**config.mk**
```make
export PLATFORM = sky130hd
export DESIGN_NAME = sar_adc_convert_control
export DESIGN_NICKNAME = d
export VERILOG_FILES = /design/src/core/sar_conv_pkg.sv /design/src/core/sar_adc_convert_control.sv
export VERILOG_INCLUDE_DIRS = /design/src /design/src/core
export SDC_FILE = /design/constraint.sdc
export NUM_CORES = 1
export LEC_CHECK = 0
export ABC_AREA = 1
export BUFFER_PORTS_ARGS = -buffer_cell sky130_fd_sc_hd__buf_4
export CORE_ASPECT_RATIO = 1.5
export CORE_MARGIN = 1.5
export CORE_UTILIZATION = 50
export DETAILED_ROUTE_END_ITERATION = 8
export GPL_ROUTABILITY_DRIVEN = 0
export PLACE_DENSITY = 0.75
export SLEW_MARGIN = 20
export SYNTH_ARGS = -nofsm -noshare
export SYNTH_HDL_FRONTEND = slang
export SYNTH_SLANG_ARGS = --single-unit
```
**constraint.sdc**
```tcl
create_clock -name sys_clk -period 8.54 [get_ports sys_clk]
set_input_delay 0.854 -clock sys_clk [delete_from_list [all_inputs] [get_ports sys_clk]]
set_output_delay 0.854 -clock sys_clk [all_outputs]
set_load 0.05 [all_outputs]
```
**src/core/sar_conv_regs.svh**
```systemverilog
// Register offsets, field positions and timing constants of the converter
`ifndef SAR_CONV_REGS_SVH
`define SAR_CONV_REGS_SVH

`define CTRL_OFFSET 5'h00
`define STAT_OFFSET 5'h04
`define RESULT_OFFSET 5'h08
`define IRQ_STAT_OFFSET 5'h0C
`define RESP_OKAY 2'b00
`define RESP_SLVERR 2'b10
`define CTRL_BC_BIT 0
`define CTRL_BIP_BIT 1
`define CTRL_RESET 2'b01
`define STAT_VALID_N_BIT 0
`define STAT_OE_BIT 1
`define STAT_BUSY_BIT 2
`define IRQ_DONE_BIT 0
`define IRQ_ABORT_BIT 1
`define IRQ_MASK_OFFSET 5'h10
`define CLK_PERIOD_NS 8
`define OE_DELAY_NS 500
`define BLANK_DELAY_NS 1500
`define MIN_PULSE_NS 2000
`define STEP_NS 4000
`define OE_CYCLES (`OE_DELAY_NS / `CLK_PERIOD_NS)
`define BLANK_CYCLES (`BLANK_DELAY_NS / `CLK_PERIOD_NS)
`define PULSE_CYCLES \
  ((`MIN_PULSE_NS + `CLK_PERIOD_NS - 1) / `CLK_PERIOD_NS)
`define STEP_CYCLES (`STEP_NS / `CLK_PERIOD_NS)
`define MID_CODE 10'h200

`endif

```
**src/core/sar_conv_pkg.sv**
```systemverilog
// Types shared by the converter control block
package sar_conv_pkg;
  typedef enum logic [3:0] {
    ST_IDLE = 4'b0001,
    ST_CONV = 4'b0010,
    ST_HOLD = 4'b0100,
    ST_DONE = 4'b1000
  } conv_state_e;

  typedef struct packed {
    logic [9:0] data;
    logic data_oe;
    logic result_valid_n;
  } result_bus_s;

  typedef struct packed {
    logic [4:0] awaddr;
    logic aw_full;
    logic [31:0] wdata;
    logic [3:0] wstrb;
    logic w_full;
    logic bvalid;
    logic [1:0] bresp;
    logic rvalid;
    logic [31:0] rdata;
    logic [1:0] rresp;
  } axi_state_s;
endpackage : sar_conv_pkg

```
**src/core/sar_adc_convert_control.sv**
```systemverilog
// Successive-approximation conversion control with AXI4-Lite registers
// Functional notes
// Standby high: outputs released, completion high
// Falling start begins conversion, outputs unchanged
// Completion low, data driven within 500 ns
// About 1.5 us after rise: release all
// Controller holds start high at least 2 us
// Rise mid-conversion aborts, outputs unchanged
// Pulse of 2 us mid-conversion restarts
// Bipolar select grounded: straight binary result
// Bipolar select open: offset binary coding
// Convert-pulse mode: start low, positive pulses
// Multiplexed mode: one start low at once
// Shared bus: blank previous within 15 us
// Test bits MSB to LSB, keep if below
// Result held while start stays low
// Delays and widths counted in clock cycles
// Comparator input sampled once per step
//
// Chosen here: the placing of the registers and register access over AXI4-Lite.
`include "sar_conv_regs.svh"

// Two-flop synchroniser for an input from outside the clock domain
module bit_sync (
  // Clock and reset
  input wire logic sys_clk,
  input wire logic rst,
  // Asynchronous input and its synchronised copy
  input wire logic din,
  output logic dout
);
  logic [1:0] s_q;
  logic [1:0] s_d;

  always_comb begin
    s_d = {s_q[0], din};
  end

  // Only the second stage leaves the module
  always_ff @(posedge sys_clk or posedge rst) begin
    if (rst) begin
      s_q <= 2'b00;
    end else begin
      s_q <= s_d;
    end
  end

  assign dout = s_q[1];
endmodule : bit_sync

module sar_adc_convert_control #(
  parameter int WIDTH = 10,
  parameter int OE_CYC = `OE_CYCLES,
  parameter int BLANK_CYC = `BLANK_CYCLES,
  parameter int PULSE_CYC = `PULSE_CYCLES,
  parameter int STEP_CYC = `STEP_CYCLES
) (
  // Clock and reset
  input wire logic sys_clk,
  input wire logic rst,
  // Analog comparator decision, high when sum is below input
  input wire logic cmp_below,
  // Result pins
  output sar_conv_pkg::result_bus_s result_bus,
  output logic busy,
  output logic irq,
  // AXI4-Lite slave
  input wire logic [4:0] s_axi_awaddr,
  input wire logic s_axi_awvalid,
  output logic s_axi_awready,
  input wire logic [31:0] s_axi_wdata,
  input wire logic [3:0] s_axi_wstrb,
  input wire logic s_axi_wvalid,
  output logic s_axi_wready,
  output logic [1:0] s_axi_bresp,
  output logic s_axi_bvalid,
  input wire logic s_axi_bready,
  input wire logic [4:0] s_axi_araddr,
  input wire logic s_axi_arvalid,
  output logic s_axi_arready,
  output logic [31:0] s_axi_rdata,
  output logic [1:0] s_axi_rresp,
  output logic s_axi_rvalid,
  input wire logic s_axi_rready
);
  import sar_conv_pkg::*;

  // Counter limits, cut to the 16-bit counters on purpose
  localparam logic [15:0] STEP_LAST = 16'(STEP_CYC - 1);
  localparam logic [15:0] OE_LAST = 16'(OE_CYC - 1);
  localparam logic [15:0] PULSE_MIN = 16'(PULSE_CYC);
  localparam logic [15:0] BLANK_MIN = 16'(BLANK_CYC);
  localparam logic [15:0] CNT_MAX = 16'hFFFF;
  localparam logic [WIDTH-1:0] TOP_BIT = {1'b1, {(WIDTH-1){1'b0}}};

  typedef struct packed {
    conv_state_e state;
    logic [WIDTH-1:0] approximation_register;
    logic [WIDTH-1:0] trial_bit;
    logic [15:0] cnt;
    logic [15:0] high_cnt;
    logic bc_prev;
    logic bipolar;
    result_bus_s out;
    logic [1:0] ctrl;
    logic [1:0] irq_stat;
    logic [1:0] irq_mask;
    axi_state_s axi;
  } state_s;

  state_s s_q;
  state_s s_d;
  logic cmp_sync;
  logic bc;
  logic [WIDTH-1:0] trial;
  logic [31:0] rd_word;
  logic [1:0] ev;
  logic do_write;
  // Conversion decodes
  logic bc_fell;
  logic step_end;
  logic pulse_long;
  logic blank_done;
  logic oe_wait;
  logic [15:0] high_cnt_nxt;
  logic [31:0] stat_word;
  // Bus decodes
  logic aw_take;
  logic w_take;
  logic ar_take;
  logic b_done;
  logic r_done;
  logic clr_hit;
  logic rd_ok;

  // Comparator is analog-side, so it crosses in through two flops
  bit_sync bit_sync_inst (
    .sys_clk(sys_clk),
    .rst(rst),
    .din(cmp_below),
    .dout(cmp_sync)
  );

  assign bc = s_q.ctrl[`CTRL_BC_BIT];
  assign trial = s_q.approximation_register | s_q.trial_bit;
  assign do_write = s_q.axi.aw_full && s_q.axi.w_full && !s_q.axi.bvalid;
  // Start line edges and phase lengths
  assign bc_fell = !bc && s_q.bc_prev;
  assign step_end = (s_q.cnt == STEP_LAST);
  assign pulse_long = (s_q.high_cnt >= PULSE_MIN);
  assign blank_done = (s_q.high_cnt >= BLANK_MIN);
  assign oe_wait = (s_q.cnt < OE_LAST);
  // AW, W and AR are taken only while their holding slot is empty; B and R complete on ready
  assign aw_take = s_axi_awvalid && !s_q.axi.aw_full;
  assign w_take = s_axi_wvalid && !s_q.axi.w_full;
  assign ar_take = s_axi_arvalid && !s_q.axi.rvalid;
  assign b_done = s_q.axi.bvalid && s_axi_bready;
  assign r_done = s_q.axi.rvalid && s_axi_rready;
  // Software clear of sticky flags
  assign clr_hit = do_write && (s_q.axi.awaddr == `IRQ_STAT_OFFSET) &&
    s_q.axi.wstrb[0];
  // Only aligned words up to the mask register are decoded
  assign rd_ok = (s_axi_araddr[1:0] == 2'b00) &&
    (s_axi_araddr <= `IRQ_MASK_OFFSET);

  always_comb begin
    rd_word = 32'h0000_0000;
    case (s_axi_araddr)
      `CTRL_OFFSET: rd_word[1:0] = s_q.ctrl;
      `STAT_OFFSET: rd_word = stat_word;
      `RESULT_OFFSET: rd_word[WIDTH-1:0] = s_q.out.data;
      `IRQ_STAT_OFFSET: rd_word[1:0] = s_q.irq_stat;
      `IRQ_MASK_OFFSET: rd_word[1:0] = s_q.irq_mask;
      default: rd_word = 32'h0000_0000;
    endcase
  end

  // Status bits seen by software
  always_comb begin
    stat_word = 32'h0000_0000;
    stat_word[`STAT_VALID_N_BIT] = s_q.out.result_valid_n;
    stat_word[`STAT_OE_BIT] = s_q.out.data_oe;
    stat_word[`STAT_BUSY_BIT] = busy;
  end

  // Width of the current high phase on the start line, saturating
  always_comb begin
    high_cnt_nxt = 16'h0000;
    if (bc) begin
      high_cnt_nxt = s_q.high_cnt;
      if (s_q.high_cnt != CNT_MAX) begin
        high_cnt_nxt = s_q.high_cnt + 16'h0001;
      end
    end
  end

  always_comb begin
    s_d = s_q;
    ev = 2'b00;
    s_d.bc_prev = bc;
    s_d.high_cnt = high_cnt_nxt;

    case (s_q.state)
      ST_IDLE: begin
        // Standby keeps the bus released and completion high
        s_d.out.data_oe = 1'b0;
        s_d.out.result_valid_n = 1'b1;
        if (bc_fell) begin
          s_d.state = ST_CONV;
          s_d.approximation_register = '0;
          s_d.trial_bit = TOP_BIT;
          s_d.bipolar = s_q.ctrl[`CTRL_BIP_BIT];
          s_d.cnt = 16'h0000;
        end
      end

      ST_CONV: begin
        if (bc) begin
          s_d.state = ST_HOLD;
          ev[`IRQ_ABORT_BIT] = 1'b1;
        end else if (step_end) begin
          s_d.cnt = 16'h0000;
          // One decision per step from the synced comparator
          if (cmp_sync) begin
            s_d.approximation_register = trial;
          end
          s_d.trial_bit = s_q.trial_bit >> 1;
          if (s_q.trial_bit[0]) begin
            s_d.state = ST_DONE;
            s_d.out.result_valid_n = 1'b0;
            ev[`IRQ_DONE_BIT] = 1'b1;
          end
        end else begin
          s_d.cnt = s_q.cnt + 16'h0001;
        end
      end

      ST_HOLD: begin
        // Aborted: outputs frozen until the line settles
        if (pulse_long) begin
          s_d.state = ST_IDLE;
          s_d.out.data_oe = 1'b0;
          s_d.out.result_valid_n = 1'b1;
        end else if (!bc) begin
          // Short glitch: restart at once, keeping old outputs
          s_d.state = ST_CONV;
          s_d.approximation_register = '0;
          s_d.trial_bit = TOP_BIT;
          s_d.cnt = 16'h0000;
        end
      end

      ST_DONE: begin
        if (oe_wait) begin
          s_d.cnt = s_q.cnt + 16'h0001;
        end else if (!s_q.out.data_oe) begin
          s_d.out.data_oe = 1'b1;
          // Bipolar offset is added on the analog side
          s_d.out.data = s_q.approximation_register;
        end
        if (blank_done) begin
          s_d.state = ST_IDLE;
          s_d.out.data_oe = 1'b0;
          s_d.out.result_valid_n = 1'b1;
        end
      end

      default: s_d.state = ST_IDLE;
    endcase

    // Hardware set wins over software clear
    if (clr_hit) begin
      s_d.irq_stat = s_q.irq_stat & ~s_q.axi.wdata[1:0];
    end
    s_d.irq_stat = s_d.irq_stat | ev;

    // AXI write channel: address and data accepted in either order
    if (aw_take) begin
      s_d.axi.aw_full = 1'b1;
      s_d.axi.awaddr = s_axi_awaddr;
    end
    if (w_take) begin
      s_d.axi.w_full = 1'b1;
      s_d.axi.wdata = s_axi_wdata;
      s_d.axi.wstrb = s_axi_wstrb;
    end
    if (do_write) begin
      s_d.axi.aw_full = 1'b0;
      s_d.axi.w_full = 1'b0;
      s_d.axi.bvalid = 1'b1;
      s_d.axi.bresp = `RESP_OKAY;
      case (s_q.axi.awaddr)
        `CTRL_OFFSET: begin
          if (s_q.axi.wstrb[0]) begin
            s_d.ctrl = s_q.axi.wdata[1:0];
          end
        end
        `IRQ_MASK_OFFSET: begin
          if (s_q.axi.wstrb[0]) begin
            s_d.irq_mask = s_q.axi.wdata[1:0];
          end
        end
        `IRQ_STAT_OFFSET: s_d.axi.bresp = `RESP_OKAY;
        `STAT_OFFSET, `RESULT_OFFSET: s_d.axi.bresp = `RESP_OKAY;
        default: s_d.axi.bresp = `RESP_SLVERR;
      endcase
    end
    if (b_done) begin
      s_d.axi.bvalid = 1'b0;
    end

    // AXI read channel
    if (ar_take) begin
      s_d.axi.rvalid = 1'b1;
      s_d.axi.rdata = rd_word;
      s_d.axi.rresp = rd_ok ? `RESP_OKAY : `RESP_SLVERR;
    end else if (r_done) begin
      s_d.axi.rvalid = 1'b0;
    end
  end

  always_ff @(posedge sys_clk or posedge rst) begin
    if (rst) begin
      s_q <= '0;
      s_q.state <= ST_IDLE;
      s_q.ctrl <= `CTRL_RESET;
      s_q.bc_prev <= 1'b1;
      s_q.out.result_valid_n <= 1'b1;
    end else begin
      s_q <= s_d;
    end
  end

  // Data pins carry offset-binary or straight code as latched
  always_comb begin
    result_bus = s_q.out;
    if (s_q.bipolar) begin
      result_bus.data = s_q.out.data;
    end
  end

  // Conversion status and interrupt level
  assign busy = (s_q.state == ST_CONV);
  assign irq = |(s_q.irq_stat & s_q.irq_mask);

  // Ready outputs come straight from the holding slots
  assign s_axi_awready = !s_q.axi.aw_full;
  assign s_axi_wready = !s_q.axi.w_full;
  assign s_axi_bvalid = s_q.axi.bvalid;
  assign s_axi_bresp = s_q.axi.bresp;
  assign s_axi_arready = !s_q.axi.rvalid;
  assign s_axi_rvalid = s_q.axi.rvalid;
  assign s_axi_rdata = s_q.axi.rdata;
  assign s_axi_rresp = s_q.axi.rresp;
endmodule : sar_adc_convert_control

```
## After elaboration in Yosys (flattened, before gate mapping)

Index checks and enable logic that the tools add are counted.

- Bitwise operators: 7
- Equality and inequality tests: 29
- Reduce and logical (&&, ||, !) cells: 37
- Multiply operators: 0
- Muxes and demuxes: 42
- Div/mod/pow operators: 0
- $lt $le $gt $ge: 4
- Add/subtract/negate cells: 2
- Shift-type cells: 0

Operator list:

| kind | number |
|---|---|
| $mux 40 | 2 |
| $mux 36 | 2 |
| $mux 16 | 4 |
| $pmux 16 s4 | 1 |
| $pmux 20 s3 | 1 |
| $add 16x1->16 const B | 2 |
| $ge 16x8->1 const B | 2 |
| $mux 24 | 1 |
| $eq 5x4->1 const B | 4 |
| $mux 4 | 5 |
| $reduce_and 6->1 | 3 |
| $eq 16x9->1 const B | 1 |
| $lt 16x6->1 const B | 1 |
| $ne 16x16->1 const B | 1 |
| $pmux 4 s4 | 1 |
| $pmux 8 s2 | 1 |
| $mux 1 | 14 |
| $ne 2x2->1 const B | 7 |
| $mux 2 | 6 |
| $reduce_and 3->1 | 4 |
| $logic_and 1x1->1 | 11 |
| $eq 5x3->1 const B | 2 |
| $eq 5x5->1 const B | 2 |
| $logic_not 5->1 | 2 |
| other kinds (26) | 41 |

- Logic and storage cells: 144
- Output and inout port bits: 55
- Bits in latches: 0
- Bits in read-only memories: 0
- Memories kept: 0
- Memory bits (writable): 0
- Flip-flop bits (word level): 103

## Logic depth before layout (Yosys ltp)

Gate-level depths: netlist of run 1.

- Word-level depth: 6
- Gate-level depth with buffers: 12
- Depth with buffers taken out: 11

## Cells and area by module

A second synthesis of run 1 with hierarchy kept.

- Cell total of the unflattened synthesis: 793
- Area total of the unflattened synthesis: 5,938.2 um^2

By module, submodules not included:

| module | cells an instance | instances | area each (um^2) |
|---|---|---|---|
| sar_adc_convert_control | 790 | 1 | 5,884.4 |
| bit_sync | 3 | 1 | 53.8 |

## Worst setup path after synthesis of run 1

OpenSTA, ideal clock, no wires.

- Path type: reg2out
- Start: register s_q[155] (netlist name)
- End: output port busy
- Stages on the path, launching flop included: 5
- Path slack: 6.639 ns
- Arrival time: 1.047 ns
- Cells stage by stage: dfrtp_1 -> inv_1 -> nand2_1 -> nor2_2 -> buf_2

- Word-level cells in the longest chain between the ends: 1

Ends and longest elaborated chain:

| element | line | source |
|---|---|---|
| start, declared | sar_adc_convert_control.sv:111 | `state_s s_q;` |
| $eq 4x2->1 | sar_adc_convert_control.sv:343 | `assign busy = (s_q.state == ST_CONV);` |
| end, declared | sar_adc_convert_control.sv:65 | `output logic busy,` |

No other way between the ends.

## Final worst setup path of run 1

Ends and elaborated chain as after synthesis.

==> results of run 1 <==
## report_power, final
| part | internal, mW | switching [mW] |
|---|---|---|
| Sequential | 0.554 | 0.0655 |
| Combinational | 0.149 | 0.416 |
| Clock | 0.208 | 0.183 |
| Total | 0.910 | 0.664 |
## how the worst max path moves through the flow
stage / endpoint / slack, ps / depth (start not counted)
floorplan: bit_sync_inst.s_q[0]$_DFF_PP0_ / 5050 / 1
global placement: s_q[150]$_DFFE_PP0P_ / 6160 / 6
detailed placement: s_q[150]$_DFFE_PP0P_ / 6060 / 6
CTS: busy / 5900 / 4
global route: s_q[150]$_DFFE_PP0P_ / 5790 / 6
finish: busy / 5900 / 4
## placed cells by master (no fill, tap or decap), types with 2 or more instances in the layout
master,instances
a21oi_1,20
clkbuf_16,9
inv_1,73
inv_2,4
nand4_1,24
nand3_2,2
nand2_2,10
xnor2_1,2
xor2_1,3
nor3_1,9
clkinv_4,3
nor2_2,8
o21bai_1,6
o21ai_1,3
a31oi_1,4
ha_1,4
nor2_1,76
dfstp_2,4
nand2_1,232
mux2_2,5
o21ai_2,10
conb_1,24
nor2_4,3
nand3_1,53
a31o_2,2
buf_4,52
o21ai_0,38
dfrtp_1,97
## metrics by stage
step / std cells / cell area, sq um / worst slack [ps] / hold WS (ps) / util [%]
floorplan: 789 / 5860 / 5050 / 331 / -
global placement: 925 / 5990 / 6160 / 341 / 53.7
detailed placement: 925 / 5990 / 6060 / 339 / 53.7
CTS: 941 / 6280 / 5900 / 356 / 56.2
global route: 941 / 6280 / 5790 / 358 / 56.2
finish: 941 / 6280 / 5900 / 353 / 56.2
## layer usage
metal  track usage (%)  vias to the layer above  part of all wire, %
met4              7.94                        0                  1.5
li1                  -                     2431                    -
met3              3.72                       20                  3.9
met5                 0                        -                    0
met2              40.5                      141                   54
met1              24.9                     2327                   41
## layout make-up
cell class | instances | area (sq um)
fillers | 1031 | 4890
flip-flops and latches | 101 | 2530
clock inverters | 6 | 47.5
multi-input cells | 547 | 2590
repair buffers | 52 | 390
clock buffers | 10 | 239
well taps | 147 | 184
inverters | 78 | 295
## critical path, stage by stage, from the launching register on
cell and delay [ps]:
dfrtp_1 400, inv_1 120, nand2_1 90, nor2_2 510, buf_4 320
## cells by family (layout without fill, tap and decap cells)
family | Yosys count | in the layout
buf+inv | 141 | 146
other cells | 1 | 24
mux | 5 | 5
compound gates | 86 | 86
fa+ha+maj | 4 | 4
simple gates | 423 | 423
flops | 101 | 101
xor+xnor | 5 | 5
## flip-flops by register name, indices dropped and copies added, names as in the netlist
| signal | count |
|---|---|
| s_axi_rvalid | 1 |
| s_axi_rresp | 1 |
| bit_sync_inst.s_q | 2 |
| bc | 1 |
| s_axi_bresp | 1 |
| s_axi_bvalid | 1 |
| s_q | 72 |
| result_bus | 12 |
| s_axi_rdata | 10 |
==> results.md, run 1 <==
- Outcome: finished clean
- Slew @ Worst Pin: 799 ps
- HPWL after DPL: 9390 um
- Setup TNS: 0 ps
- Pwr Density: 251 nW/um^2
- Number of flops mapped to enable cells by yosys: 0
- RSZ-0062 raised after global routing: false
- Slew margin rel.: 46.7%
- Unique masters post-synth: 39
- Final max-slew violation count: 0
- Pin count of the biggest net entering global routing: 56
- Root Buffer: clkbuf_16
- Fin crit period: 2640 ps
- Final Hold Violating Endpoints: 0
- Critical Path Start Type: flop
- Clock latency on the worst-skew pair: 340 ps
- Total Wirelength: 12700 um
- Routed Antenna Nets: 0
- Number of global-route vias before repair: 4773
- CTS resizes: 0
- #FFs+latches synth: 101
- Initial antenna violation count: 0
- Sequential element share of the synthesized area: 43.9%
- Clock Path Buffers: 2
- CTS HTree Levels: 3
- Lkg Pwr: 3.15 nW
- Most numerous cell in the Yosys netlist: nand2_1
- Mux contribution to synthesized area: 0.975%
- Max_cap viols: 0
- Power Total: 1.57 mW
- Clock Skew: 4.96 ps
- Simple-gate area share of the yosys netlist: 32.0%
- WHS Endpoint: bit_sync_inst.s_q[1]$_DFF_PP0_
- Vias per cell: 5.23
- First-pass GRT wire length: 21800 um
- Gr usage total: 21.8%
- # hold bufs at CTS: 0
- CP endpoint kind: primary output
- Core area: 11200 sq um
- Die Wd: 90.7 um
- Crit path kind: reg2out
- Critical R2R Capture: s_q[150]$_DFFE_PP0P_
- TritonRoute pass-1 iters: 5
- Primary FF master, synth: dfrtp_1
- I/O Pins: 109
- Peak VDD IR: 0.163 mV
- Via count of the routed design: 4919
- Commonest cells in the synthesized netlist: nand2_1 (232), dfrtp_1 (97), nor2_1 (76)
- Layout cells sized above 1: 15.2%
- Antenna diodes: 0
- HP Class: reg2reg
- Total global routing overflow: 0
- CTS sink count: 101
- FF-to-FF path depth: 6
- Synth Area in Compound Gates: 8.73%
- FF-to-FF setup slack: 6030 ps
- Initial Utilization: 51.7%
- Synth top area cells: dfrtp_1 (42%), nand2_1 (15%), buf_4 (6.4%)
- Fraction of the mapped netlist area in adder cells: 0.867%
- Synth area leader: dfrtp_1
- Row cnt: 47
- Hold Startpoint: bit_sync_inst.s_q[0]$_DFF_PP0_
- Worst-path clk slew: 70 ps
- Main combinational cell family by area after synthesis: simple AND/OR/NAND/NOR gates
- WL/cell: 13.5 um
- Crit-path max FO: 13
- WHS Path Cells: 0
- RR Startpoint: s_q[156]$_DFFE_PP0P_
- IO Port Bufs: 51
- Final #Nets: 847
- Worst EP arrival: 1790 ps
- Mapped Area: 5770 sq um
- Warnings, synthesis: 0
- Synth Area in XOR/XNOR: 0.758%
- CP startpoint: s_q[155]$_DFFE_PP0P_
- Final setup violation count: 0
- Ys async rst share: 100%
- Avg Inst Size Synth: 7.54 sq um
- Post-CTS setup buffers: 0
- WP data required: 7690 ps
- Die area: 12200 sq um
- Cts bufs inserted: 9
- Crit share post-route: 30.9%
- Post-Syn Instances: 766
- DRT iter0 DRCs: 302
- DR DRC count: 0
- Synth top area share: 42.0%
- Die Height: 135 um
- FMAX: 0.379 GHz
- Synthesis-to-finish area growth: 8.78%
- CTS tree: done
No activity file was read; power rests on OpenSTA's default activity.
==> run 2: changes to the inputs <==
--- a/config.mk
+++ b/config.mk
@@ -6,14 +6,14 @@
 export SDC_FILE = /design/constraint.sdc
 export NUM_CORES = 1
 export LEC_CHECK = 0
-export ABC_AREA = 1
+export ABC_AREA = 0
 export BUFFER_PORTS_ARGS = -buffer_cell sky130_fd_sc_hd__buf_4
 export CORE_ASPECT_RATIO = 1.5
 export CORE_MARGIN = 1.5
 export CORE_UTILIZATION = 50
 export DETAILED_ROUTE_END_ITERATION = 8
 export GPL_ROUTABILITY_DRIVEN = 0
-export PLACE_DENSITY = 0.75
+export PLACE_DENSITY = 0.76
 export SLEW_MARGIN = 20
 export SYNTH_ARGS = -nofsm -noshare
 export SYNTH_HDL_FRONTEND = slang
==> constraint.sdc (replaced) <==
create_clock -name sys_clk -period 2.5 [get_ports sys_clk]
set_input_delay 0.25 -clock sys_clk [delete_from_list [all_inputs] [get_ports sys_clk]]
set_output_delay 0.25 -clock sys_clk [all_outputs]
set_load 0.05 [all_outputs]
==> run 2 against run 1 <==
Critical endpoint is now result_bus[7]$_DFFE_PP0P_. Highest routed layer unchanged. The flow now finishes with violations (design-rule violations). Non-clock buffer count increased by 12. Global-route usage decreased by 2.0 points. Die area decreased by 12%. Via count decreased by 23%.
==> results.md, run 2 <==
- Worst EP arrival: 2520 ps (was 1790 ps)
- Hold Startpoint: cmp_below (was bit_sync_inst.s_q[0]$_DFF_PP0_)
- Fraction of the mapped netlist area in adder cells: 0.986% (was 0.867%)
- HP Class: in2reg (was reg2reg)
- DRT iter0 DRCs: 242 (was 302)
- Worst-path clk slew: 70 ps (about the same)
- Main combinational cell family by area after synthesis: simple AND/OR/NAND/NOR gates (unchanged)
- Row cnt: 44 (was 47)
- #FFs+latches synth: 101 (unchanged)
- WP data required: 2730 ps (was 7690 ps)
- Slew @ Worst Pin: 740 ps (was 799 ps)
- RR Startpoint: s_q[129]$_DFFE_PP0P_ (was s_q[156]$_DFFE_PP0P_)
- FMAX: 0.437 GHz
- Initial Utilization: 51.8% (was 51.7%)
- WL/cell: 15.4 um (was 13.5 um)
- Simple-gate area share of the yosys netlist: 19.2% (was 32.0%)
- Total global routing overflow: 0 (unchanged)
- Synth top area cells: dfrtp_1 (48%), buf_4 (7.2%), o21ai_0 (4.5%) (was dfrtp_1 (42%), nand2_1 (15%), buf_4 (6.4%))
- Root Buffer: clkbuf_16 (unchanged)
- DR DRC count: 11 (was 0)
- Avg Inst Size Synth: 9.89 sq um (was 7.54 sq um)
- Total Wirelength: 10300 um (was 12700 um)
- Crit-path max FO: 12 (was 13)
- IO Port Bufs: 51 (unchanged)
- Clock Skew: 9.95 ps (was 4.96 ps)
- Number of flops mapped to enable cells by yosys: 0 (unchanged)
- Pin count of the biggest net entering global routing: 33 (was 56)
- Pwr Density: 767 nW/um^2 (was 251 nW/um^2)
- Minimum hold slack: 7.50 ps (was 353 ps)
- Via count of the routed design: 3775 (was 4919)
- I/O Pins: 109 (unchanged)
- Core area: 9800 sq um (was 11200 sq um)
- Failing checks: design-rule violations
- CTS tree: done (unchanged)
- PnR worst setup slack: 213 ps (was 5900 ps)
- Warnings, synthesis: 0 (unchanged)
- Final Hold Violating Endpoints: 0 (unchanged)
- Lkg Pwr: 2.59 nW (was 3.15 nW)
- Layout cells sized above 1: 21.3% (was 15.2%)
- Mux contribution to synthesized area: 5.00% (was 0.975%)
- Synth Area in XOR/XNOR: 1.90% (was 0.758%)
- Synthesis-to-finish area growth: 12.0% (was 8.78%)
- Number of global-route vias before repair: 3723 (was 4773)
- Antenna diodes: 0 (unchanged)
- FF-to-FF setup slack: 210 ps (was 6030 ps)
- Sequential element share of the synthesized area: 49.9% (was 43.9%)
- Outcome: finished, violations left (was finished clean)
- Clock latency on the worst-skew pair: 340 ps (about the same)
- Critical Path Start Type: flop (unchanged)
- Leading cell type in the layout, fill and taps excluded: dfrtp_1 (was nand2_1)
- Vias per cell: 5.65 (was 5.23)
- RSZ-0062 raised after global routing: false (unchanged)
- Synth area leader: dfrtp_1 (unchanged)
- Post-Syn Instances: 513 (was 766)
- Max_cap viols: 0 (unchanged)
- Mapped Area: 5070 sq um (was 5770 sq um)
- Most frequent cells in the layout: dfrtp_1 (97), buf_4 (63), nand2_1 (55), o21ai_0 (46), nor2_1 (40) (was nand2_1 (232), dfrtp_1 (97), nor2_1 (76), inv_1 (73), nand3_1 (53))
- Unique masters post-synth: 55 (was 39)
- HPWL after DPL: 7360 um (was 9390 um)
- Die Height: 126 um (was 135 um)
- Primary FF master, synth: dfrtp_1 (unchanged)
- Peak VDD IR: 0.400 mV (was 0.163 mV)
- Cts bufs inserted: 9 (unchanged)
- CTS sink count: 101 (unchanged)
- Ys async rst share: 100% (unchanged)
- Die Wd: 85.3 um (was 90.7 um)
- Commonest cells in the synthesized netlist: dfrtp_1 (97), nand2_1 (56), buf_4 (49) (was nand2_1 (232), dfrtp_1 (97), nor2_1 (76))
- Setup TNS: 0 ps (unchanged)
- Synth top area share: 47.8% (was 42.0%)
- Largest register by flop count: s_q (unchanged)
- TritonRoute pass-1 iters: 6 (was 5)
- Routed Antenna Nets: 0 (unchanged)
- Initial antenna violation count: 0 (unchanged)
- Final #Nets: 606 (was 847)
- CP endpoint kind: flop (was primary output)
- Slew margin rel.: 50.5% (was 46.7%)
- Final setup violation count: 0 (unchanged)
- Dpl ws: 139 ps (was 6060 ps)
- Final max-slew violation count: 0 (unchanged)
- CTS HTree Levels: 3 (unchanged)
- Gr usage total: 19.8% (was 21.8%)
- Max reg flops: 72 (unchanged)
- CP startpoint: s_q[129]$_DFFE_PP0P_ (was s_q[155]$_DFFE_PP0P_)
- Crit share post-route: 91.5%
- Die area: 10800 sq um (was 12200 sq um)
- Clock Path Buffers: 2 (unchanged)
- Most numerous cell in the Yosys netlist: dfrtp_1 (was nand2_1)
- Synth Area in Compound Gates: 13.2% (was 8.73%)
- First-pass GRT wire length: 17300 um (was 21800 um)
- Fin crit period: 2290 ps
- Crit path kind: reg2reg (was reg2out)
==> run 2: changes by cell type after synthesis, moves of 8 or more <==
cell and delta:
inv_1 -59, o21ai_2 -10, nor2_1 -36, nor2_2 -8
o21ai_0 +8, nand4_1 -11, nand2_1 -176, and3_1 +12
nand3_1 -39, mux2_2 +14
==> run 2: worst max-delay path, stage by stage, from the launching register on <==
cell     delay, ps
dfrtp_1        440
nor4_1         390
nand2_1        200
o31ai_4        300
or2_1          440
mux2_2         400
==> run 2: logic make-up (layout without fill, tap and decap cells) <==
logic type                 Yosys count  in the layout
and+or+nand+nor                    188            188
AOI/OAI and AO/OA                  106            106
DFF                                101            101
buffers and inverters               79             96
muxes                               23             23
xor gates and xnor gates            11             11
adders and majority gates            4              4
other                                1             24
==> run 2: repair_timing <==
action / CTS / global route
gates resized for setup: 0 / 2
endpoints found under the setup margin: 0 / 19
hold buffers: 0 / 0
setup buffers: 0 / 0
==> run 2: metal layers <==
metal / part of all wire (%) / GRT usage, % / up-vias
met2: 51 / 34.2 / 81
met1: 42 / 23.8 / 1869
li1: - / - / 1799
met3: 3.2 / 3.38 / 26
met5: 0 / 0 / -
met4: 3.1 / 9.39 / 0
==> run 2: through the flow <==
stage | util (%) | power [mW] | cells | cell area (sq um)
after floorplan | - | 2.75 | 536 | 5160
after global placement | 54.8 | 2.94 | 652 | 5370
after detailed placement | 54.8 | 2.98 | 652 | 5370
after CTS | 57.9 | 4.38 | 668 | 5680
after global routing | 58.0 | 4.55 | 668 | 5690
final | 58.0 | 4.36 | 668 | 5690
==> run 2: final cells by class <==
cell class	instances	area, sq um
Clock buffer	9	225
Inverter	16	63.8
Fill cell	837	4110
Multi-Input combinational cell	356	2150
Timing Repair Buffer	64	493
Sequential cell	101	2530
Tap cell	115	144
Clock inverter	7	80.1
==> run 2: final timing paths <==
kind | to | cells after the start
min reg2reg | bit_sync_inst.s_q[1]$_DFF_PP0_ | 0
max in group asynchronous | bc$_DFFE_PP1P_ | 3
max | result_bus[7]$_DFFE_PP0P_ | 5
max reg2reg | result_bus[7]$_DFFE_PP0P_ | 5
min | bit_sync_inst.s_q[0]$_DFF_PP0_ | 1
min in group asynchronous | s_axi_rvalid$_DFFE_PP0P_ | 2
==> run 2: where the power goes <==
part	internal [mW]	switching [mW]	leakage (nW)
Combinational	0.334	0.614	1.09
Clock	0.790	0.617	0.148
Sequential	1.82	0.189	1.35
Total	2.94	1.42	2.59
